[config.mk]
export PLATFORM = sky130hd
export DESIGN_NAME = rfc_converter
export DESIGN_NICKNAME = d
export VERILOG_FILES = /design/src/rfc_pkg.sv /design/src/pin_sync.sv /design/src/drive_mux.sv /design/src/rfc_converter.sv
export VERILOG_INCLUDE_DIRS = /design/src
export SDC_FILE = /design/constraint.sdc
export NUM_CORES = 1
export LEC_CHECK = 0
export ABC_AREA = 1
export CAP_MARGIN = 15
export CORE_MARGIN = 4
export CORE_UTILIZATION = 49
export CTS_CLUSTER_SIZE = 20
export DETAILED_ROUTE_END_ITERATION = 8
export DONT_BUFFER_PORTS = 1
export PLACE_DENSITY = 0.68
export SETUP_SLACK_MARGIN = 0.5
export SLEW_MARGIN = 40
export SYNTH_ARGS = -nofsm -noshare
export SYNTH_HDL_FRONTEND = slang
export SYNTH_SLANG_ARGS = --single-unit
[constraint.sdc]
create_clock -name CLK_SYS -period 1.9 [get_ports CLK_SYS]
set_input_delay 0 -clock CLK_SYS [delete_from_list [all_inputs] [get_ports CLK_SYS]]
set_output_delay 0 -clock CLK_SYS [all_outputs]
set_load 0.02 [all_outputs]
[src/rfc_defines.svh]
// Register offsets, field positions, reset values and sizes of the converter
`ifndef RFC_DEFINES_SVH
`define RFC_DEFINES_SVH

`define RFC_CHANNELS        19
`define RFC_COUNT_W         15
`define RFC_SEL_W           5

`define RFC_OFS_CTRL        8'h00
`define RFC_OFS_COUNT_LO    8'h04
`define RFC_OFS_COUNT_HI    8'h08
`define RFC_OFS_IFLAG       8'h0c
`define RFC_OFS_IEN         8'h10

`define RFC_CTRL_EN_BIT     7
`define RFC_CTRL_START_BIT  6
`define RFC_CTRL_SEL_LSB    0
`define RFC_DONE_BIT        6

`define RFC_CTRL_RST        8'h00
`define RFC_IFLAG_RST       1'b0
`define RFC_IEN_RST         1'b0
`define RFC_COUNT_RST       15'h0000

`define RFC_HSIZE_WORD      3'h2
`define RFC_HTRANS_NONSEQ   2'h2

`endif

[src/rfc_pkg.sv]
// Types shared by the converter modules
package rfc_pkg;

    typedef enum logic [1:0] {
        ST_IDLE,
        ST_ARM,
        ST_COUNT,
        ST_TAIL
    } meas_state_e;

    typedef enum logic [2:0] {
        SEL_CTRL,
        SEL_COUNT_LO,
        SEL_COUNT_HI,
        SEL_IFLAG,
        SEL_IEN,
        SEL_NONE
    } reg_sel_e;

endpackage

[src/pin_sync.sv]
// Two-stage synchroniser for pin inputs
`timescale 1ns/1ps
`default_nettype none

module pin_sync #(
    parameter int WIDTH = 1
) (
    input  wire logic             clk,
    input  wire logic             srst,
    input  wire logic [WIDTH-1:0] d,
    output var  logic [WIDTH-1:0] q
);

    logic [WIDTH-1:0] meta_reg;
    logic [WIDTH-1:0] meta_next;
    logic [WIDTH-1:0] sync_reg;
    logic [WIDTH-1:0] sync_next;

    generate
        if (WIDTH < 1)
        begin : g_chk
            $error("pin_sync width must be at least one");
        end
    endgenerate

    // First stage feeds only the second
    always_comb
    begin
        meta_next = d;
        sync_next = meta_reg;
    end

    always_ff @(posedge clk)
    begin
        if (srst)
        begin
            meta_reg <= '0;
            sync_reg <= '0;
        end
        else
        begin
            meta_reg <= meta_next;
            sync_reg <= sync_next;
        end
    end

    assign q = sync_reg;

endmodule

`default_nettype wire

[src/drive_mux.sv]
// Steers each shared pin between port logic and the converter drive
`timescale 1ns/1ps
`default_nettype none

module drive_mux #(
    parameter int CHANNELS = 19,
    parameter int SEL_W    = 5
) (
    input  wire logic                enable,
    input  wire logic [SEL_W-1:0]    sel,
    input  wire logic [CHANNELS-1:0] gpio_o,
    input  wire logic [CHANNELS-1:0] gpio_oe,
    output var  logic [CHANNELS-1:0] pad_o,
    output var  logic [CHANNELS-1:0] pad_oe
);

    generate
        if (CHANNELS < 1 || CHANNELS > (1 << SEL_W))
        begin : g_chk
            $error("drive_mux channel count does not fit the select field");
        end
    endgenerate

    genvar i;
    generate
        for (i = 0; i < CHANNELS; i++)
        begin : g_pin
            always_comb
            begin
                if (!enable)
                begin
                    pad_o[i]  = gpio_o[i];                  // RL2
                    pad_oe[i] = gpio_oe[i];
                end
                else if (sel == SEL_W'(i))
                begin
                    pad_o[i]  = 1'b0;                       // RL7
                    pad_oe[i] = 1'b1;                       // RL1
                end
                else
                begin
                    // Unselected pins float so no second network can run
                    pad_o[i]  = 1'b0;
                    pad_oe[i] = 1'b0;                       // RL5
                end
            end
        end
    endgenerate

endmodule

`default_nettype wire

[src/rfc_converter.sv]
// Resistor-to-frequency converter with AHB-Lite register slave
//
// Function
// (RL1) The five-bit select field picks one of pins 0 to 18 to become the converter output while enabled, the rest float.
// (RL2) With the module disabled every shared drive pin and the timing pin belong to the port logic.
// (RL3) With the module enabled the port A bit 1 pin is the timing input and the selected pin is the drive output.
// (RL4) Writing start as one begins a conversion, hardware clears it at the end, writing it as zero aborts.
// (RL5) At most one oscillation network is ever active.
// (RL6) The 15-bit counter clears on any control write, while the enable is clear, and on reset.
// (RL7) The selected drive pin drives low and all unselected drive pins float.
// (RL8) Network and counter stay inactive until start is set; the code drives the selected pin low as soon as enable is set.
// (RL9) Software sets all used drive pins and the timing pin to input before enabling.
// (RL10) The counter counts system clocks and the timing input only gates the window.
// (RL11) Counting begins at the first timing rising edge after enable and start.
// (RL12) Counting stops at the second rising edge, so one full period is held.
// (RL13) At the second falling edge start clears and the done flag sets when its enable is set.
// (RL14) The done interrupt is masked by clearing its enable bit.
// (RL15) The finished count stays readable in low and high byte registers until cleared or restarted.
`timescale 1ns/1ps
`default_nettype none

`include "rfc_defines.svh"

module rfc_converter #(
    parameter int CHANNELS = `RFC_CHANNELS,
    parameter int COUNT_W  = `RFC_COUNT_W
) (
    input  wire logic                CLK_SYS,
    input  wire logic                SRST,
    input  wire logic                HSEL,
    input  wire logic [31:0]         HADDR,
    input  wire logic [1:0]          HTRANS,
    input  wire logic                HWRITE,
    input  wire logic [2:0]          HSIZE,
    input  wire logic [31:0]         HWDATA,
    input  wire logic                HREADY,
    output var  logic [31:0]         HRDATA,
    output var  logic                HREADYOUT,
    output var  logic                HRESP,
    output var  logic                IRQ,
    input  wire logic                TIMING_INPUT_PIN_I,
    input  wire logic                PORT_A_BIT1_PIN_O,
    input  wire logic                PORT_A_BIT1_PIN_OE,
    output var  logic                PORT_A_BIT1_PIN_IN,
    output var  logic                TIMING_INPUT_PIN_O,
    output var  logic                TIMING_INPUT_PIN_OE,
    input  wire logic [CHANNELS-1:0] GPIO_O,
    input  wire logic [CHANNELS-1:0] GPIO_OE,
    output var  logic [CHANNELS-1:0] SENSOR_DRIVE_PIN_O,
    output var  logic [CHANNELS-1:0] SENSOR_DRIVE_PIN_OE
);

    localparam int SEL_W = `RFC_SEL_W;

    generate
        if (COUNT_W < 9 || COUNT_W > 16)
        begin : g_chk_count
            $error("rfc_converter count width must lie between 9 and 16");
        end
        if (CHANNELS < 1 || CHANNELS > (1 << SEL_W))
        begin : g_chk_chan
            $error("rfc_converter channel count does not fit the select field");
        end
    endgenerate

    function automatic rfc_pkg::reg_sel_e decode(input logic [31:0] addr);
        rfc_pkg::reg_sel_e s;
        s = rfc_pkg::SEL_NONE;
        if (addr[31:8] == 24'h000000)
        begin
            case (addr[7:0])
                `RFC_OFS_CTRL:     s = rfc_pkg::SEL_CTRL;
                `RFC_OFS_COUNT_LO: s = rfc_pkg::SEL_COUNT_LO;
                `RFC_OFS_COUNT_HI: s = rfc_pkg::SEL_COUNT_HI;
                `RFC_OFS_IFLAG:    s = rfc_pkg::SEL_IFLAG;
                `RFC_OFS_IEN:      s = rfc_pkg::SEL_IEN;
                default:           s = rfc_pkg::SEL_NONE;
            endcase
        end
        return s;
    endfunction

    // Control and status
    logic                   enable_reg;
    logic                   enable_next;
    logic                   start_reg;
    logic                   start_next;
    logic [SEL_W-1:0]       sel_reg;
    logic [SEL_W-1:0]       sel_next;
    logic [COUNT_W-1:0]     count_reg;
    logic [COUNT_W-1:0]     count_next;
    logic                   done_flag_reg;
    logic                   done_flag_next;
    logic                   done_ien_reg;
    logic                   done_ien_next;
    rfc_pkg::meas_state_e   state_reg;
    rfc_pkg::meas_state_e   state_next;

    // Bus slave
    logic                   wr_pend_reg;
    logic                   wr_pend_next;
    rfc_pkg::reg_sel_e      wr_sel_reg;
    rfc_pkg::reg_sel_e      wr_sel_next;
    logic [31:0]            hrdata_reg;
    logic [31:0]            hrdata_next;
    logic                   irq_reg;
    logic                   irq_next;

    // Pins
    logic                   timing_sync;
    logic                   timing_prev_reg;
    logic                   timing_prev_next;
    logic                   port_in_reg;
    logic                   port_in_next;
    logic                   tpad_o_reg;
    logic                   tpad_o_next;
    logic                   tpad_oe_reg;
    logic                   tpad_oe_next;
    logic [CHANNELS-1:0]    pad_o_reg;
    logic [CHANNELS-1:0]    pad_o_comb;
    logic [CHANNELS-1:0]    pad_oe_reg;
    logic [CHANNELS-1:0]    pad_oe_comb;

    logic                   addr_valid;
    logic                   timing_rise;
    logic                   timing_fall;
    logic                   done_event;
    logic                   ctrl_write;
    logic [7:0]             ctrl_read;

    pin_sync #(
        .WIDTH (1)
    ) u_timing_sync (
        .clk  (CLK_SYS),
        .srst (SRST),
        .d    (TIMING_INPUT_PIN_I),
        .q    (timing_sync)
    );

    drive_mux #(
        .CHANNELS (CHANNELS),
        .SEL_W    (SEL_W)
    ) u_drive_mux (
        .enable  (enable_reg),
        .sel     (sel_reg),
        .gpio_o  (GPIO_O),
        .gpio_oe (GPIO_OE),
        .pad_o   (pad_o_comb),
        .pad_oe  (pad_oe_comb)
    );

    assign addr_valid  = HSEL && HREADY && (HTRANS == `RFC_HTRANS_NONSEQ);
    assign timing_rise = timing_sync && !timing_prev_reg;
    assign timing_fall = !timing_sync && timing_prev_reg;
    assign ctrl_write  = wr_pend_reg && (wr_sel_reg == rfc_pkg::SEL_CTRL);

    always_comb
    begin
        ctrl_read = 8'h00;
        ctrl_read[`RFC_CTRL_EN_BIT] = enable_reg;
        ctrl_read[`RFC_CTRL_START_BIT] = start_reg;
        ctrl_read[`RFC_CTRL_SEL_LSB +: SEL_W] = sel_reg;
    end

    // Measurement sequence, then register writes on top of it
    always_comb
    begin
        enable_next    = enable_reg;
        start_next     = start_reg;
        sel_next       = sel_reg;
        count_next     = count_reg;
        done_flag_next = done_flag_reg;
        done_ien_next  = done_ien_reg;
        state_next     = state_reg;
        done_event     = 1'b0;

        case (state_reg)
            rfc_pkg::ST_IDLE:
            begin
                state_next = rfc_pkg::ST_IDLE;                          // RL8
            end
            rfc_pkg::ST_ARM:
            begin
                if (timing_rise)
                begin
                    count_next = count_reg + COUNT_W'(1);               // RL12
                    state_next = rfc_pkg::ST_COUNT;                     // RL11
                end
            end
            rfc_pkg::ST_COUNT:
            begin
                if (timing_rise)
                begin
                    state_next = rfc_pkg::ST_TAIL;                      // RL12
                end
                else if (count_reg != {COUNT_W{1'b1}})
                begin
                    // Saturates rather than wrap on a stuck network
                    count_next = count_reg + COUNT_W'(1);               // RL10
                end
            end
            rfc_pkg::ST_TAIL:
            begin
                if (timing_fall)
                begin
                    done_event = 1'b1;
                    start_next = 1'b0;                                  // RL13
                    state_next = rfc_pkg::ST_IDLE;                      // RL15
                end
            end
            default:
            begin
                state_next = rfc_pkg::ST_IDLE;
            end
        endcase

        // Clearing wins over nothing; setting wins over the software clear
        if (wr_pend_reg && wr_sel_reg == rfc_pkg::SEL_IFLAG && HWDATA[`RFC_DONE_BIT])
        begin
            done_flag_next = 1'b0;
        end
        if (done_event && done_ien_reg)
        begin
            done_flag_next = 1'b1;                                      // RL13
        end

        if (wr_pend_reg && wr_sel_reg == rfc_pkg::SEL_IEN)
        begin
            done_ien_next = HWDATA[`RFC_DONE_BIT];                      // RL14
        end

        if (ctrl_write)
        begin
            enable_next = HWDATA[`RFC_CTRL_EN_BIT];
            sel_next    = HWDATA[`RFC_CTRL_SEL_LSB +: SEL_W];
            start_next  = HWDATA[`RFC_CTRL_START_BIT];
            count_next  = '0;                                           // RL6
            if (HWDATA[`RFC_CTRL_START_BIT])
            begin
                state_next = rfc_pkg::ST_ARM;                           // RL4
            end
            else
            begin
                state_next = rfc_pkg::ST_IDLE;                          // RL4
            end
        end

        if (!enable_next)
        begin
            start_next = 1'b0;
            count_next = '0;                                            // RL6
            state_next = rfc_pkg::ST_IDLE;
        end
    end

    // AHB-Lite slave: zero wait states, read data fetched in the address phase
    always_comb
    begin
        wr_pend_next = 1'b0;
        wr_sel_next  = rfc_pkg::SEL_NONE;
        hrdata_next  = hrdata_reg;
        if (addr_valid)
        begin
            if (HWRITE)
            begin
                // Narrow writes are ignored; only whole words reach registers
                wr_pend_next = (HSIZE == `RFC_HSIZE_WORD);
                wr_sel_next  = decode(HADDR);
            end
            else
            begin
                case (decode(HADDR))
                    rfc_pkg::SEL_CTRL:     hrdata_next = {24'h000000, ctrl_read};
                    rfc_pkg::SEL_COUNT_LO: hrdata_next = {24'h000000, count_reg[7:0]}; // RL15
                    rfc_pkg::SEL_COUNT_HI: hrdata_next = 32'(count_reg[COUNT_W-1:8]);
                    rfc_pkg::SEL_IFLAG:    hrdata_next = 32'(done_flag_reg) << `RFC_DONE_BIT;
                    rfc_pkg::SEL_IEN:      hrdata_next = 32'(done_ien_reg) << `RFC_DONE_BIT;
                    default:               hrdata_next = 32'h00000000;
                endcase
            end
        end
        irq_next = done_flag_next && done_ien_next;                     // RL14
    end

    // Pin steering
    always_comb
    begin
        timing_prev_next = timing_sync;
        if (enable_reg)
        begin
            // Pin released to the external network while the module owns it
            tpad_o_next  = 1'b0;
            tpad_oe_next = 1'b0;                                        // RL3
            port_in_next = 1'b0;
        end
        else
        begin
            tpad_o_next  = PORT_A_BIT1_PIN_O;                           // RL2
            tpad_oe_next = PORT_A_BIT1_PIN_OE;
            port_in_next = timing_sync;
        end
    end

    always_ff @(posedge CLK_SYS)
    begin
        if (SRST)
        begin
            enable_reg      <= 1'b0;
            start_reg       <= 1'b0;
            sel_reg         <= '0;
            count_reg       <= '0;                                      // RL6
            done_flag_reg   <= `RFC_IFLAG_RST;
            done_ien_reg    <= `RFC_IEN_RST;
            state_reg       <= rfc_pkg::ST_IDLE;
            wr_pend_reg     <= 1'b0;
            wr_sel_reg      <= rfc_pkg::SEL_NONE;
            hrdata_reg      <= 32'h00000000;
            irq_reg         <= 1'b0;
            timing_prev_reg <= 1'b0;
            port_in_reg     <= 1'b0;
            tpad_o_reg      <= 1'b0;
            tpad_oe_reg     <= 1'b0;
            pad_o_reg       <= '0;
            pad_oe_reg      <= '0;
        end
        else
        begin
            enable_reg      <= enable_next;
            start_reg       <= start_next;
            sel_reg         <= sel_next;
            count_reg       <= count_next;
            done_flag_reg   <= done_flag_next;
            done_ien_reg    <= done_ien_next;
            state_reg       <= state_next;
            wr_pend_reg     <= wr_pend_next;
            wr_sel_reg      <= wr_sel_next;
            hrdata_reg      <= hrdata_next;
            irq_reg         <= irq_next;
            timing_prev_reg <= timing_prev_next;
            port_in_reg     <= port_in_next;
            tpad_o_reg      <= tpad_o_next;
            tpad_oe_reg     <= tpad_oe_next;
            pad_o_reg       <= pad_o_comb;                              // RL1
            pad_oe_reg      <= pad_oe_comb;                             // RL5
        end
    end

    assign HRDATA              = hrdata_reg;
    assign HREADYOUT           = !SRST || 1'b1;
    assign HRESP               = 1'b0;
    assign IRQ                 = irq_reg;
    assign PORT_A_BIT1_PIN_IN  = port_in_reg;
    assign TIMING_INPUT_PIN_O  = tpad_o_reg;
    assign TIMING_INPUT_PIN_OE = tpad_oe_reg;
    assign SENSOR_DRIVE_PIN_O  = pad_o_reg;
    assign SENSOR_DRIVE_PIN_OE = pad_oe_reg;

endmodule

`default_nettype wire

---- Word-level counts from Yosys, hierarchy flattened ----
Cells that the tools add are included.
storage, ports and cells
  input bits .............................. 115
  output and inout port bits .............. 76
  bits in registers ....................... 107
cells by class
  eq/ne operators ......................... 40
  muxes and demuxes ....................... 62
  bitwise operators ....................... 3
  reduce and logical (&&, ||, !) cells .... 29
  $add $sub $neg .......................... 1
operator list
  operator                                                                count
  1-bit 2-to-1 mux                                                        48
  15-bit 2-to-1 mux                                                       3
  5-bit by 4-bit equality test with 1-bit output (second input constant)  8
  8-bit case mux with 5 select lines                                      1
  15-bit case mux with 2 select lines                                     1
  24-bit zero test                                                        1
  5-bit by 3-bit equality test with 1-bit output (second input constant)  4
  8-bit by 4-bit equality test with 1-bit output (second input constant)  2
  15-bit by 1-bit adder with 15-bit output (second input constant)        1
  5-bit equality test (second input constant)                             3
  15-bit != test (second input constant)                                  1
  3-bit case mux with 5 select lines                                      1
  3-bit by 2-bit equality test with 1-bit output (second input constant)  4
  5-bit by 2-bit equality test with 1-bit output (second input constant)  2
  1-bit logical AND                                                       10
  3-bit 2-to-1 mux                                                        3
  3-bit != test (second input constant)                                   3
  8-bit by 3-bit equality test with 1-bit output (second input constant)  1
  8-bit by 5-bit equality test with 1-bit output (second input constant)  1
  8-bit zero test                                                         1
  2-bit 2-to-1 mux                                                        4
  2-bit case mux with 4 select lines                                      1
  2-bit equality test (second input constant)                             3
  3-bit equality test (second input constant)                             2
  15 further kinds                                                        26

---- Logic depth before layout (Yosys ltp) ----
  word-level depth ........................ 7
  gate-level depth with buffers ........... 13

---- By module ----
From an unflattened synthesis, not the netlist that was laid out.
unflattened totals
  cells, all modules ...................... 597
  area total of the unflattened synthesis .. 4157.7 µm²
by module, submodules not included
  module         area an instance (µm²)  cells an instance  times used
  rfc_converter  3611.0                  473                1
  drive_mux      491.7                   118                1
  pin_sync       55.1                    6                  1

---- Worst setup path after synthesis ----
OpenSTA, ideal clock, no wires.
  kind .................................... reg-to-reg
  start ................................... register count_reg[0]
  end ..................................... register count_reg[13]
  period minus slack after synthesis ...... 1.617 ns
  setup slack ............................. 0.283 ns
  setup time .............................. 0.123 ns
  cell stages (with the launch flop) ...... 13
  path buffers ............................ 0
  data arrival time ....................... 1.494 ns
  required time ........................... 1.777 ns
  cell sequence ........................... dfxtp_1 -> ha_1 -> nand2_1 -> inv_2 -> nand2_1 -> nor2_1 -> nand4_1 -> nand2_1 -> nor2_4 -> nand3_2 -> nor2_1 -> xor2_1 -> nor2_1
between the ends
  word-level cells in the longest chain between the ends .. 4
  elaborated cells on any way between the ends .. 8
  classes of those cells .................. add/sub (1); eq/ne (2); mux (4); reduce/logical (1)
RTL lines
  item                                      RTL line                                    text
  start, declared                           rfc_converter.sv:90                         logic [COUNT_W-1:0] count_reg;
  start signal, assigned                    rfc_converter.sv:331                        count_reg <= count_next;
  15-bit by 1-bit adder with 15-bit output  rfc_converter.sv:186, rfc_converter.sv:199
  15-bit 2-to-1 mux                         rfc_converter.sv:196                        else if (count_reg != {COUNT_W{1'b1}})
  15-bit 2-to-1 mux                         rfc_converter.sv:192                        if (timing_rise)
  15-bit case mux with 2 select lines       rfc_converter.sv:177                        case (state_reg)
Parallel ways exist; a longest one is shown, timed or not. The select of a mux whose other input is x is not followed.
A chain may end at the register's enable or synchronous reset.

---- Worst setup path in the final report ----
  start ................................... register count_reg[1]
  end ..................................... register count_reg[13]
Same word-level chain as after synthesis.

==> qor.yml <==
grt_pass1_wl_um: 14800
worstSetupPathType: "flip-flop to flip-flop"
cts-root-buf: "clkbuf_8"
rows: 32
rr_worst_depth: 12
syn-cell-area_mm2: 0.00384
syn-mean-instance-area_um2: 7.68
insertion_delay_ns: 0.36
io_buffer_count: 0
grt_max_degree: 23
cp_max_fo: 4
vias: 3415
nets: 699
outcome: "complete, no violations"
fmax_ghz: 0.641
slowest_stage: "dfxtp_2"
setup_slack_ns: 0.341
grt.total_usage_pct: 20.6
cp.required_ns: 2.15
synth.distinct_cells: 39
design_power_total_mw: 3.45
period_share_pct: 82.0
start_util_pct: 50.0
n_antenna_cell: 0
numCtsBuffers: 9
syn_inst: 500
grt_pass1_vias: 3363
max_stage_delay_ns: 0.34
power_density_mw_per_mm2: 703
end_kind: "flip-flop"
gp_congestion: 0.874
die-area_mm2: 0.00932
vdd_ir_drop_max_uv: 353
antenna_found_initial: 0
clk_path_buf_depth: 2
cap_violations: 0
setup_viol: 0
dp_worst_setup_slack_ns: 0.243
crit_chain: "ha_4 -> nand2_2 -> inv_2 -> nand2_1 -> nor2_1 -> nand4_1 -> nand2_1 -> nor2_4 -> nand3_2 -> nor2_2 -> xor2_1 -> nor2_1"
p_leak_nw: 1.95
cts.clk_slew.worst_paths_ns: 0.09
cp.depth: 12
fin_worst_skew_ns: 0.0110
yosys_warnings: 0
fp.dieW_um: 96.5
dr.pass1.iters: 4
cts_tree: "done"
ant_nets: 0
postPlaceCellArea_mm2: 0.00395
postLayoutCellArea_mm2: 0.00490
io_pins: 191
core_mm2: 0.00769
drtIter0Drc: 144
htreeDepth: 3
via_per_inst: 4.97
die_y_um: 96.5
critPathTopFamily: "simple AND/OR/NAND/NOR gates"
totalWireLength_um: 9870
cp_data_arrival_time_ns: 1.81
drive_above_1_share_pct: 19.7
ys_seq_area_share_pct: 43.3
crit_buf_inv: 1
grt_overflow_total: 0
startpoint_type: "flip-flop"
layout_common_cells: "dfxtp_1 (78), nor2_1 (67), nand2_1 (63), inv_1 (60), dlygate4sd3_1 (58)"
wl_per_cell_um: 14.4
tns_ns: 0
hold_violations: 0
area_growth_pct: 27.6
remaining_drc_errors: 0
maxSlewViolCount: 0
rsz0062_at_grt: "true"
ys_ff_latch: 83
final_common_cell: "dfxtp_1"
hold_class: "primary input to flip-flop"
post-dp-hpwl_um: 6950
r2r_slack_ns: 0.34
whs_path_depth: 5
cts.sinks: 83
finalCriticalPeriod_ns: 1.56
==> timing repair <==
action	CTS	global route
buffers inserted	7	2
endpoints found under the hold margin	66	0
resized for setup	12	15
hold buffers	60	0
cloned	0	1
pin swaps	7	5
setup endpoints to repair	25	33
==> tightest hold or removal path, cell delays in order <==
cell      delay [ns]
inv_1           0.03
nand3_1         0.07
nand2_1         0.05
o21bai_1        0.13
a21oi_1         0.06
==> synthesized netlist by cell type (all sizes together) <==
| cell | instances | area share (%) |
|---|---|---|
| nor3 | 10 | 1.3 |
| xor2 | 5 | 1.1 |
| conb | 2 | 0.20 |
| inv | 72 | 7.0 |
| nand3 | 32 | 5.1 |
| a32oi | 1 | 0.23 |
| nor3b | 1 | 0.20 |
| a21oi | 25 | 3.6 |
| a22oi | 3 | 0.59 |
| o211ai | 3 | 0.98 |
| and2 | 1 | 0.16 |
| or2 | 2 | 0.39 |
| clkinv | 2 | 0.20 |
| buf | 26 | 5.1 |
| o21bai | 1 | 0.20 |
| dfxtp | 83 | 43 |
| clkbuf | 9 | 1.1 |
| nand2 | 76 | 8.1 |
| o21ai | 35 | 4.6 |
| ha | 4 | 1.3 |
| nor4b | 1 | 0.23 |
| a41oi | 1 | 0.23 |
| nand4 | 15 | 2.8 |
| nand3b | 1 | 0.52 |
| nor2 | 86 | 11 |
| mux2i | 3 | 0.88 |
==> final timing paths <==
| kind | start | endpoint |
|---|---|---|
| worst max-delay path | count_reg[1] | count_reg[13] |
| worst min-delay path | HADDR[2] | HRDATA[6] |
| worst max register to register | count_reg[1] | count_reg[13] |
| worst min register to register | u_timing_sync.meta_reg | u_timing_sync.q |
==> final cells by class <==
class / count / area [um2]
inverters: 74 / 284
clock inverters: 6 / 72.6
well taps: 102 / 128
clock buffers: 10 / 138
repair buffers: 79 / 744
fillers: 653 / 2790
flip-flops and latches: 83 / 1670
multi-input cells: 333 / 1870
==> where the power goes <==
group | internal [mW] | leakage, nW | switching (mW) | total, mW
Combinational | 0.119 | 1.17 | 0.140 | 0.259
Clock | 0.654 | 0.103 | 0.666 | 1.32
Sequential | 1.79 | 0.683 | 0.0801 | 1.87
Total | 2.56 | 1.95 | 0.886 | 3.45
==> routing by layer <==
| layer | vias to the layer above | GRT usage [%] | share of wire [%] |
|---|---|---|---|
| li1 | 1701 | - | - |
| met1 | 1590 | 22.1 | 38 |
| met2 | 108 | 37.4 | 53 |
| met3 | 16 | 5.19 | 6.6 |
| met4 | 0 | 9.93 | 2.3 |
| met5 | - | 0 | 0 |
==> through the flow <==
stage	utilization (%)	hold WS [ns]	cells
after floorplan	-	0.0765	524
after global placement	51.3	0.0695	601
after detailed placement	51.3	0.0701	601
after CTS	63.1	0.0131	684
after global routing	63.8	0.0411	687
final	63.8	0.0244	687
==> kinds of logic (layout without fill, tap and decap cells) <==
kind of cell,count (synthesis),count (layout),share of synthesized area (%)
simple gates,225,226,29.3
buf+inv,109,169,13.5
flops,83,83,43.3
compound gates,69,69,10.4
xor+xnor,5,5,1.14
fa+ha+maj,4,4,1.30
mux,3,3,0.879
other cells,2,26,0.196
Note: power is estimated with default switching activity, not from simulation.
